### config.mk
export PLATFORM = sky130hd
export DESIGN_NAME = pif_top
export DESIGN_NICKNAME = d
export VERILOG_FILES = /design/src/verilog/pif_pkg.sv /design/src/verilog/pif_reg_if.sv /design/src/verilog/pif_pin_sync.sv /design/src/verilog/pif_top.sv /design/src/verilog/pif_wb_slave.sv
export VERILOG_INCLUDE_DIRS = /design/src /design/src/verilog
export SDC_FILE = /design/constraint.sdc
export NUM_CORES = 1
export LEC_CHECK = 0
export BUFFER_PORTS_ARGS = -buffer_cell sky130_fd_sc_hd__buf_2
export CORE_MARGIN = 1
export CORE_UTILIZATION = 50
export DETAILED_ROUTE_END_ITERATION = 6
export PLACE_DENSITY = 0.91
export SYNTH_ARGS = -nofsm -noshare
export SYNTH_HDL_FRONTEND = slang
export SYNTH_HIERARCHICAL = 1
export SYNTH_SLANG_ARGS = --single-unit
### constraint.sdc
create_clock -name clk_in -period 2.9 [get_ports clk_in]
set_input_delay 0.145 -clock clk_in [delete_from_list [all_inputs] [get_ports clk_in]]
set_output_delay 0.145 -clock clk_in [all_outputs]
set_load 0.01 [all_outputs]
### src/verilog/pif_cfg.svh
// Offsets, bit positions and reset values of the peripheral flag block
`ifndef PIF_CFG_SVH
`define PIF_CFG_SVH
// Byte offsets on the register bus
`define PIF_OFS_EN2 8'h00
`define PIF_OFS_EN3 8'h04
`define PIF_OFS_EN4 8'h08
`define PIF_OFS_REQ0 8'h0C
`define PIF_OFS_CTRL 8'h10
`define PIF_OFS_EVT_STAT 8'h14
`define PIF_OFS_EVT_MASK 8'h18
// Request register 0 fields
`define PIF_BIT_TMR0 5
`define PIF_BIT_PINCHG 4
`define PIF_BIT_EXT 0
`define PIF_REQ0_IMPL 8'h31
// Control register fields
`define PIF_BIT_GIE 7
`define PIF_BIT_PERIPHERAL_MASTER_ENABLE 6
`define PIF_BIT_EDGE 0
// Event status fields
`define PIF_EVT_TMR0 0
`define PIF_EVT_EXT 1
`define PIF_EVT_CPU 2
`define PIF_EVT_W 3
// Reset values
`define PIF_RST_EN 8'h00
`define PIF_RST_REQ0 8'h00
`define PIF_RST_CTRL 8'h01
`define PIF_RST_EVT 3'h0
`endif

### src/verilog/pif_pkg.sv
// Types shared by the peripheral flag block
package pif_pkg;
  typedef logic [7:0] pif_byte_t;
  typedef enum logic [2:0] {
    pif_sel_en2, pif_sel_en3, pif_sel_en4, pif_sel_req0,
    pif_sel_ctrl, pif_sel_stat, pif_sel_mask, pif_sel_none
  } pif_reg_sel_t;
endpackage

### src/verilog/pif_reg_if.sv
// Register access path between bus slave and register file
interface pif_reg_if;
  logic [7:0] adr;
  pif_pkg::pif_byte_t wdata;
  logic wr;
  pif_pkg::pif_byte_t rdata;
  modport bus (output adr, output wdata, output wr, input rdata);
  modport regs (input adr, input wdata, input wr, output rdata);
endinterface

### src/verilog/pif_pin_sync.sv
// Three-stage pin synchroniser with selectable edge detect
module pif_pin_sync (
  input wire logic clk_in,
  input wire logic reset_n_in,
  input wire logic pin_in,
  input wire logic rising_sel_in,
  output logic edge_out
);
  logic s1_reg;
  logic s2_reg;
  logic s3_reg;
  logic level_reg;
  logic agree;
  // First stage is read only by the second
  always_ff @(posedge clk_in or negedge reset_n_in)
  begin
    if (!reset_n_in)
    begin
      s1_reg <= 1'b0;
      s2_reg <= 1'b0;
      s3_reg <= 1'b0;
    end
    else
    begin
      s1_reg <= pin_in;
      s2_reg <= s1_reg;
      s3_reg <= s2_reg;
    end
  end
  // A change counts only once stages two and three agree
  assign agree = (s2_reg == s3_reg);
  always_ff @(posedge clk_in or negedge reset_n_in)
  begin
    if (!reset_n_in)
    begin
      level_reg <= 1'b0;
      edge_out <= 1'b0;
    end
    else
    begin
      if (agree)
        level_reg <= s3_reg;
      edge_out <= agree & (s3_reg != level_reg)
                  & (s3_reg == rising_sel_in);
    end
  end
endmodule

### src/verilog/pif_top.sv
// Peripheral interrupt enable and request flag block
//
// Local design decisions: the register addresses and the Wishbone slave port.
`include "pif_cfg.svh"
module pif_top #(
  parameter int PORT_A_W = 8,
  parameter int PORT_C_W = 8
) (
  input wire logic clk_in,
  input wire logic reset_n_in,
  input wire logic wb_cyc_in,
  input wire logic wb_stb_in,
  input wire logic wb_we_in,
  input wire logic [7:0] wb_adr_in,
  input wire logic [3:0] wb_sel_in,
  input wire logic [31:0] wb_dat_in,
  output logic [31:0] wb_dat_out,
  output logic wb_ack_out,
  input wire logic timer0_ovf_in,
  input wire logic ext_pin_in,
  input wire logic [PORT_A_W-1:0] port_a_change_flags_in,
  input wire logic [PORT_C_W-1:0] port_c_change_flags_in,
  input wire pif_pkg::pif_byte_t req0_enable_in,
  input wire pif_pkg::pif_byte_t req2_flags_in,
  input wire pif_pkg::pif_byte_t req3_flags_in,
  input wire pif_pkg::pif_byte_t req4_flags_in,
  output logic cpu_irq_req_out,
  output logic irq_out
);
  import pif_pkg::*;

  pif_reg_if rif ();

  pif_byte_t periph_irq_enable_2_reg;
  pif_byte_t periph_irq_enable_3_reg;
  pif_byte_t periph_irq_enable_4_reg;
  logic timer0_overflow_flag_reg;
  logic external_pin_flag_reg;
  pif_byte_t irq_control_reg;
  logic [`PIF_EVT_W-1:0] evt_stat_reg;
  logic [`PIF_EVT_W-1:0] evt_mask_reg;
  logic [`PIF_EVT_W-1:0] evt_set;
  logic [`PIF_EVT_W-1:0] evt_clr;
  pif_reg_sel_t sel;
  pif_byte_t req0_view;
  pif_byte_t rd_next;
  logic pin_change_summary_flag;
  logic ext_edge;
  logic global_irq_enable;
  logic peripheral_master_enable;
  logic cpu_req_next;
  logic any_req;

  // Bus front end; keeps ack and read data in flip-flops
  pif_wb_slave u_wb (
    .clk_in(clk_in),
    .reset_n_in(reset_n_in),
    .cyc_in(wb_cyc_in),
    .stb_in(wb_stb_in),
    .we_in(wb_we_in),
    .adr_in(wb_adr_in),
    .sel_in(wb_sel_in),
    .dat_in(wb_dat_in),
    .dat_out(wb_dat_out),
    .ack_out(wb_ack_out),
    .regs(rif.bus)
  );

  // External pin arrives asynchronously, so it is synchronised here
  pif_pin_sync u_pin (
    .clk_in(clk_in),
    .reset_n_in(reset_n_in),
    .pin_in(ext_pin_in),
    .rising_sel_in(irq_control_reg[`PIF_BIT_EDGE]),
    .edge_out(ext_edge)
  );

  // Address decode
  always_comb
  begin
    case (rif.adr)
      `PIF_OFS_EN2: sel = pif_sel_en2;
      `PIF_OFS_EN3: sel = pif_sel_en3;
      `PIF_OFS_EN4: sel = pif_sel_en4;
      `PIF_OFS_REQ0: sel = pif_sel_req0;
      `PIF_OFS_CTRL: sel = pif_sel_ctrl;
      `PIF_OFS_EVT_STAT: sel = pif_sel_stat;
      `PIF_OFS_EVT_MASK: sel = pif_sel_mask;
      default: sel = pif_sel_none;
    endcase
  end

  // pin change OR
  // Per-pin flags live in the change unit, which only sets them
  // for edges its rising and falling masks allow
  // masked edges only
  assign pin_change_summary_flag = (|port_a_change_flags_in)
                                   | (|port_c_change_flags_in);

  always_comb
  begin
    req0_view = `PIF_RST_REQ0;
    req0_view[`PIF_BIT_TMR0] = timer0_overflow_flag_reg;
    req0_view[`PIF_BIT_PINCHG] = pin_change_summary_flag;
    req0_view[`PIF_BIT_EXT] = external_pin_flag_reg;
  end

  // Read mux; unmapped offsets read as zero
  always_comb
  begin
    case (sel)
      pif_sel_en2: rd_next = periph_irq_enable_2_reg;
      pif_sel_en3: rd_next = periph_irq_enable_3_reg;
      pif_sel_en4: rd_next = periph_irq_enable_4_reg;
      pif_sel_req0: rd_next = req0_view;
      pif_sel_ctrl: rd_next = irq_control_reg;
      pif_sel_stat: rd_next = {5'h00, evt_stat_reg};
      pif_sel_mask: rd_next = {5'h00, evt_mask_reg};
      default: rd_next = 8'h00;
    endcase
  end
  assign rif.rdata = rd_next;

  always_ff @(posedge clk_in or negedge reset_n_in)
  begin
    if (!reset_n_in)
      periph_irq_enable_2_reg <= `PIF_RST_EN;
    else if (rif.wr && sel == pif_sel_en2)
      periph_irq_enable_2_reg <= rif.wdata;
  end

  always_ff @(posedge clk_in or negedge reset_n_in)
  begin
    if (!reset_n_in)
      periph_irq_enable_3_reg <= `PIF_RST_EN;
    else if (rif.wr && sel == pif_sel_en3)
      periph_irq_enable_3_reg <= rif.wdata;
  end

  always_ff @(posedge clk_in or negedge reset_n_in)
  begin
    if (!reset_n_in)
      periph_irq_enable_4_reg <= `PIF_RST_EN;
    else if (rif.wr && sel == pif_sel_en4)
      periph_irq_enable_4_reg <= rif.wdata;
  end

  // set beats clear
  // A write of one also sets it, as for the external pin flag
  always_ff @(posedge clk_in or negedge reset_n_in)
  begin
    if (!reset_n_in)
      timer0_overflow_flag_reg <= 1'b0;
    else if (rif.wr && sel == pif_sel_req0)
      timer0_overflow_flag_reg <= rif.wdata[`PIF_BIT_TMR0]
                                  | timer0_ovf_in;
    else if (timer0_ovf_in)
      timer0_overflow_flag_reg <= 1'b1;
  end

  always_ff @(posedge clk_in or negedge reset_n_in)
  begin
    if (!reset_n_in)
      external_pin_flag_reg <= 1'b0;
    else if (rif.wr && sel == pif_sel_req0)
      external_pin_flag_reg <= rif.wdata[`PIF_BIT_EXT] | ext_edge;
    else if (ext_edge)
      external_pin_flag_reg <= 1'b1;
  end

  // Global and peripheral master enables plus pin edge select
  always_ff @(posedge clk_in or negedge reset_n_in)
  begin
    if (!reset_n_in)
      irq_control_reg <= `PIF_RST_CTRL;
    else if (rif.wr && sel == pif_sel_ctrl)
    begin
      irq_control_reg <= 8'h00;
      irq_control_reg[`PIF_BIT_GIE] <= rif.wdata[`PIF_BIT_GIE];
      irq_control_reg[`PIF_BIT_PERIPHERAL_MASTER_ENABLE] <= rif.wdata[`PIF_BIT_PERIPHERAL_MASTER_ENABLE];
      irq_control_reg[`PIF_BIT_EDGE] <= rif.wdata[`PIF_BIT_EDGE];
    end
  end
  assign global_irq_enable = irq_control_reg[`PIF_BIT_GIE];
  assign peripheral_master_enable = irq_control_reg[`PIF_BIT_PERIPHERAL_MASTER_ENABLE];

  // flag and enable
  // All sources here are peripheral ones, so both enables apply
  assign any_req = (|(periph_irq_enable_2_reg & req2_flags_in))
                   | (|(periph_irq_enable_3_reg & req3_flags_in))
                   | (|(periph_irq_enable_4_reg & req4_flags_in))
                   | (|(req0_enable_in & req0_view));
  assign cpu_req_next = global_irq_enable & peripheral_master_enable
                        & any_req;

  // Registered so the CPU sees a glitch-free level
  always_ff @(posedge clk_in or negedge reset_n_in)
  begin
    if (!reset_n_in)
      cpu_irq_req_out <= 1'b0;
    else
      cpu_irq_req_out <= cpu_req_next;
  end

  // Block events feeding the sticky status register
  assign evt_set = {cpu_req_next & ~cpu_irq_req_out, ext_edge,
                    timer0_ovf_in};
  assign evt_clr = (rif.wr && sel == pif_sel_stat)
                   ? rif.wdata[`PIF_EVT_W-1:0] : `PIF_RST_EVT;

  // Write one to clear; a fresh event in the same cycle survives
  always_ff @(posedge clk_in or negedge reset_n_in)
  begin
    if (!reset_n_in)
      evt_stat_reg <= `PIF_RST_EVT;
    else
      evt_stat_reg <= (evt_stat_reg & ~evt_clr) | evt_set;
  end

  // Mask register, same layout as the status
  always_ff @(posedge clk_in or negedge reset_n_in)
  begin
    if (!reset_n_in)
      evt_mask_reg <= `PIF_RST_EVT;
    else if (rif.wr && sel == pif_sel_mask)
      evt_mask_reg <= rif.wdata[`PIF_EVT_W-1:0];
  end

  // One cycle behind the status, traded for a flop-driven output
  always_ff @(posedge clk_in or negedge reset_n_in)
  begin
    if (!reset_n_in)
      irq_out <= 1'b0;
    else
      irq_out <= |(evt_stat_reg & evt_mask_reg);
  end

  logic wr_req0;
  assign wr_req0 = rif.wr && sel == pif_sel_req0;
endmodule

### src/verilog/pif_wb_slave.sv
// Classic Wishbone slave front end with one wait state
module pif_wb_slave (
  input wire logic clk_in,
  input wire logic reset_n_in,
  input wire logic cyc_in,
  input wire logic stb_in,
  input wire logic we_in,
  input wire logic [7:0] adr_in,
  input wire logic [3:0] sel_in,
  input wire logic [31:0] dat_in,
  output logic [31:0] dat_out,
  output logic ack_out,
  pif_reg_if.bus regs
);
  import pif_pkg::*;
  logic req;
  assign req = cyc_in & stb_in;
  // Address and data pass straight to the register file
  assign regs.adr = adr_in;
  assign regs.wdata = dat_in[7:0];
  // Write lands on the edge where the master sees ack
  assign regs.wr = req & we_in & ack_out & sel_in[0];
  // Ack one cycle after the request, dropped the cycle after
  always_ff @(posedge clk_in or negedge reset_n_in)
  begin
    if (!reset_n_in)
      ack_out <= 1'b0;
    else
      ack_out <= req & ~ack_out;
  end
  // Read data captured with the ack, upper bits zero
  always_ff @(posedge clk_in or negedge reset_n_in)
  begin
    if (!reset_n_in)
      dat_out <= 32'h0000_0000;
    else if (req & ~ack_out & ~we_in)
      dat_out <= {24'h00_0000, regs.rdata};
  end
endmodule
==> results.yml <==
outcome:
  run_status: "completed"
floorplanning:
  placementRows: 27
  number_of_top_level_pins: 134
  placeableCoreArea_um2: 5510
  initial_core_util_pct: 51.9
  die_area_um2: 6020
  die_w_um: 77.6
  dieHeight_um: 77.6
timing:
  timing.final.ws_setup_ns: 0.944
  rsz_0062_raised_after_global_routing: "no"
  finalSetupViolations: 0
  final_hold_viol_count: 0
  fmax_mhz: 511
  totalNegativeSetupSlack_ns: 0
  timing.clock.skew_ns: 0.00995
  finalHoldWorstSlack_ns: 0.0230
  fin_max_slew_vios: 0
  slew-limit-headroom_pct: 25.6
  worst_pin_slew_ns: 1.12
  final.min_clock_period_ns: 1.96
  layout_worst_path_cycle_share_pct: 67.4
power_and_ir_drop:
  power.net_switching_uw: 352
  p_int_uw: 950
  switching_share_pct: 27.1
  leakagePower_nw: 1.64
  vdd.ir_drop.worst_mv: 0.298
  post-layout-total-power_mw: 1.30
  power.clock.fraction_pct: 34.4
  combinational_share_of_power_pct: 10.1
  power.sequential.fraction_pct: 55.4
  power-per-cell-area_nw_per_um2: 409
synthesis:
  synth_top_cell_by_area: "sky130_fd_sc_hd__dfrtp_1"
  async_reset_ff_share_pct: 100
  synth_edf_count: 0
  ff_latch_count_synth: 51
  syn-mean-instance-area_um2: 11.7
  synth_area_leaders: "sky130_fd_sc_hd__dfrtp_1 44%, sky130_fd_sc_hd__mux2_2 13%, sky130_fd_sc_hd__buf_4 11%, sky130_fd_sc_hd__mux2_4 4.2%, sky130_fd_sc_hd__a22oi_1 3.7%"
  library_cells_used_by_synthesis: 45
  syn-instance-count: 244
  seq_area_frac_synth_pct: 44.7
  syn-cell-area_um2: 2860
  ys.flop_type: "sky130_fd_sc_hd__dfrtp_1"
  synth.top_cell.area_share_pct: 43.8
  synth-warning-count: 6
cts:
  tritoncts_clock_tree: "done"
  ctsHtreeMaxLevel: 2
  worst_skew_pair.late_latency_ns: 0.32
  post-cts-setup-buffers: 0
  clkSlewWorstSetupHoldPaths_ns: 0.10
  cts-buffers-inserted: 5
  clockRootBuffer: "sky130_fd_sc_hd__clkbuf_8"
  cts_max_path_buffers: 2
  cts_num_sinks: 51
  cts.repair.resized: 0
critical_path:
  critPathRequiredTime_ns: 3.07
  worst_ep_arrival_time_ns: 2.13
  crit_path_start: "u_wb/ack_out"
  crit_fanout: 7
  timing.rr.start: "u_wb/ack_out"
  crit_type: "reg2reg"
  cp-start-kind: "flip-flop"
  cp-end-kind: "flip-flop"
drt:
  via_per_inst: 5.56
  average_wire_per_cell_in_the_routed_design_um: 16.3
  drt_pre_antenna_iters: 4
  via_count: 2097
  drc: 0
  detail_route_antenna_nets: 0
  initialDrtViolationCount: 196
  routed_wirelength_mm: 6.13
layout:
  antenna_cells_inserted: 0
  cell_area_after_layout_um2: 3180
  final_cells: 377
  drive_gt1_share_pct: 45.6
  ff_latch_area_um2: 1280
  areaGrowthSynthToFinish_pct: 11.4
  nNetsFinal: 403
  multi_input_comb_area_um2: 1310
  final_core_utilization_pct: 57.8
  n_fill_cell: 473
global_routing:
  number_of_global_route_vias_before_repair: 2045
  antenna_found_initial: 0
  grt_start_max_net_pins: 52
  grt_pass1_wl_mm: 9.87
  grt_usage_pct: 21.7
  grt-ovfl-total: 0
placed_design:
  placed_area_um2: 3070
  place.detailed.instances: 368
  final_weighted_congestion_of_routability_driven_global_placement: 0.868
  dp.final_hpwl_mm: 4.59
  worst_setup_slack_post_dpl_ns: 0.960
  io_buffer_count: 77
min_path:
  min-delay-path-class: "in2async"
flow_run:
  max-cap-violations: 0
==> final cells by class <==
| class | instances | area share (%) |
|---|---|---|
| clock buffer | 5 | 2.16 |
| clock inverter | 3 | 0.865 |
| inverter | 2 | 0.236 |
| multi-input combinational | 166 | 41.3 |
| sequential | 51 | 40.2 |
| tap | 72 | 2.83 |
| timing repair buffer | 78 | 12.4 |
==> critical path, stage by stage, from the launching register on <==
cell	delay [ns]
sky130_fd_sc_hd__dfrtp_1	0.39
sky130_fd_sc_hd__nand3_1	0.08
sky130_fd_sc_hd__nor2_1	0.43
sky130_fd_sc_hd__nand4bb_1	0.21
sky130_fd_sc_hd__o41a_2	0.43
sky130_fd_sc_hd__o21ba_2	0.24
sky130_fd_sc_hd__a21oi_1	0.04
==> synth_stat cells, types with 2 or more instances <==
| library cell | n |
|---|---|
| sky130_fd_sc_hd__mux2_2 | 32 |
| sky130_fd_sc_hd__nand3_2 | 2 |
| sky130_fd_sc_hd__inv_1 | 2 |
| sky130_fd_sc_hd__nor4_1 | 5 |
| sky130_fd_sc_hd__nand3_1 | 4 |
| sky130_fd_sc_hd__mux2i_1 | 8 |
| sky130_fd_sc_hd__a2bb2oi_1 | 2 |
| sky130_fd_sc_hd__nor3_1 | 5 |
| sky130_fd_sc_hd__nand2_1 | 11 |
| sky130_fd_sc_hd__nor2_1 | 15 |
| sky130_fd_sc_hd__a21oi_1 | 4 |
| sky130_fd_sc_hd__nand4_1 | 4 |
| sky130_fd_sc_hd__dfrtp_1 | 50 |
| sky130_fd_sc_hd__a21o_1 | 2 |
| sky130_fd_sc_hd__a22oi_1 | 14 |
| sky130_fd_sc_hd__clkbuf_1 | 4 |
| sky130_fd_sc_hd__mux4_2 | 3 |
| sky130_fd_sc_hd__o21a_1 | 2 |
| sky130_fd_sc_hd__and2_2 | 2 |
| sky130_fd_sc_hd__mux2_4 | 8 |
| sky130_fd_sc_hd__buf_4 | 41 |
==> layer usage <==
layer  GRT usage [%]  routed length [um]  up-vias  part of all wire, %
li1                -                   -      943                    -
met5               0                   0        -                    0
met3            3.88                 480       13                  7.8
met4            8.68                 133        0                  2.2
met1            27.6                2530     1021                   41
met2            36.5                2990      120                   49
==> cells by family (layout without fill, tap and decap cells) <==
group	count (synthesis)	count (layout)	share of synthesized area [%]
simple gates	59	59	12.3
mux	51	51	22.0
flops	51	51	44.7
buf+inv	50	88	12.3
compound gates	31	31	8.24
fa+ha+maj	1	1	0.351
other cells	1	24	0.131
==> power by group through the flow <==
stage               Clock, mW  Sequential [mW]  Combinational [mW]
floorplan                   0            0.735               0.101
global placement            0            0.735               0.128
detailed placement          0            0.736               0.130
CTS                     0.453            0.722               0.132
global route            0.485            0.723               0.145
finish                  0.448            0.722               0.132
==> layout by cell type, fill, tap and decap left out, drive strengths merged <==
cell type and count:
inv 4, nor3 5, buf 77, o21ai 1, nand4bb 1, a211oi 1
a21oi 4, o41a 1, clkbuf 5, mux4 3, a22oi 14, dlygate4sd3 1
and4bb 1, a2111oi 1, mux2 40, maj3 1, nand4b 2, or4b 1
nor2 15, dfrtp 50, clkinvlp 1, a2bb2oi 2, nand2b 1, o21a 2
conb 24, or3 2, dfstp 1, nand4 4, a21o 2, nor4 6
and2 3, nor2b 1, nand3 6, nand2 11, a311oi 1, o21ba 1
mux2i 8, a222oi 1
==> worst paths after layout <==
kind	slack, ns	end	cells after the start
min	0.02	u_wb/dat_out[3]	1
max in group asynchronous	2.19	periph_irq_enable_4_reg[2]	1
min in group clk_in	0.06	u_wb/ack_out	3
min reg2reg	0.36	u_pin/s2_reg	0
max reg2reg	0.94	evt_stat_reg[2]	6
max	0.94	evt_stat_reg[2]	6
==> timing repair <==
action | in CTS | in global routing
hold buffers | 1 | 0
setup endpoints to repair | 0 | 0
endpoints found under the hold margin | 1 | 0
No activity file was read; power rests on OpenSTA's default activity.
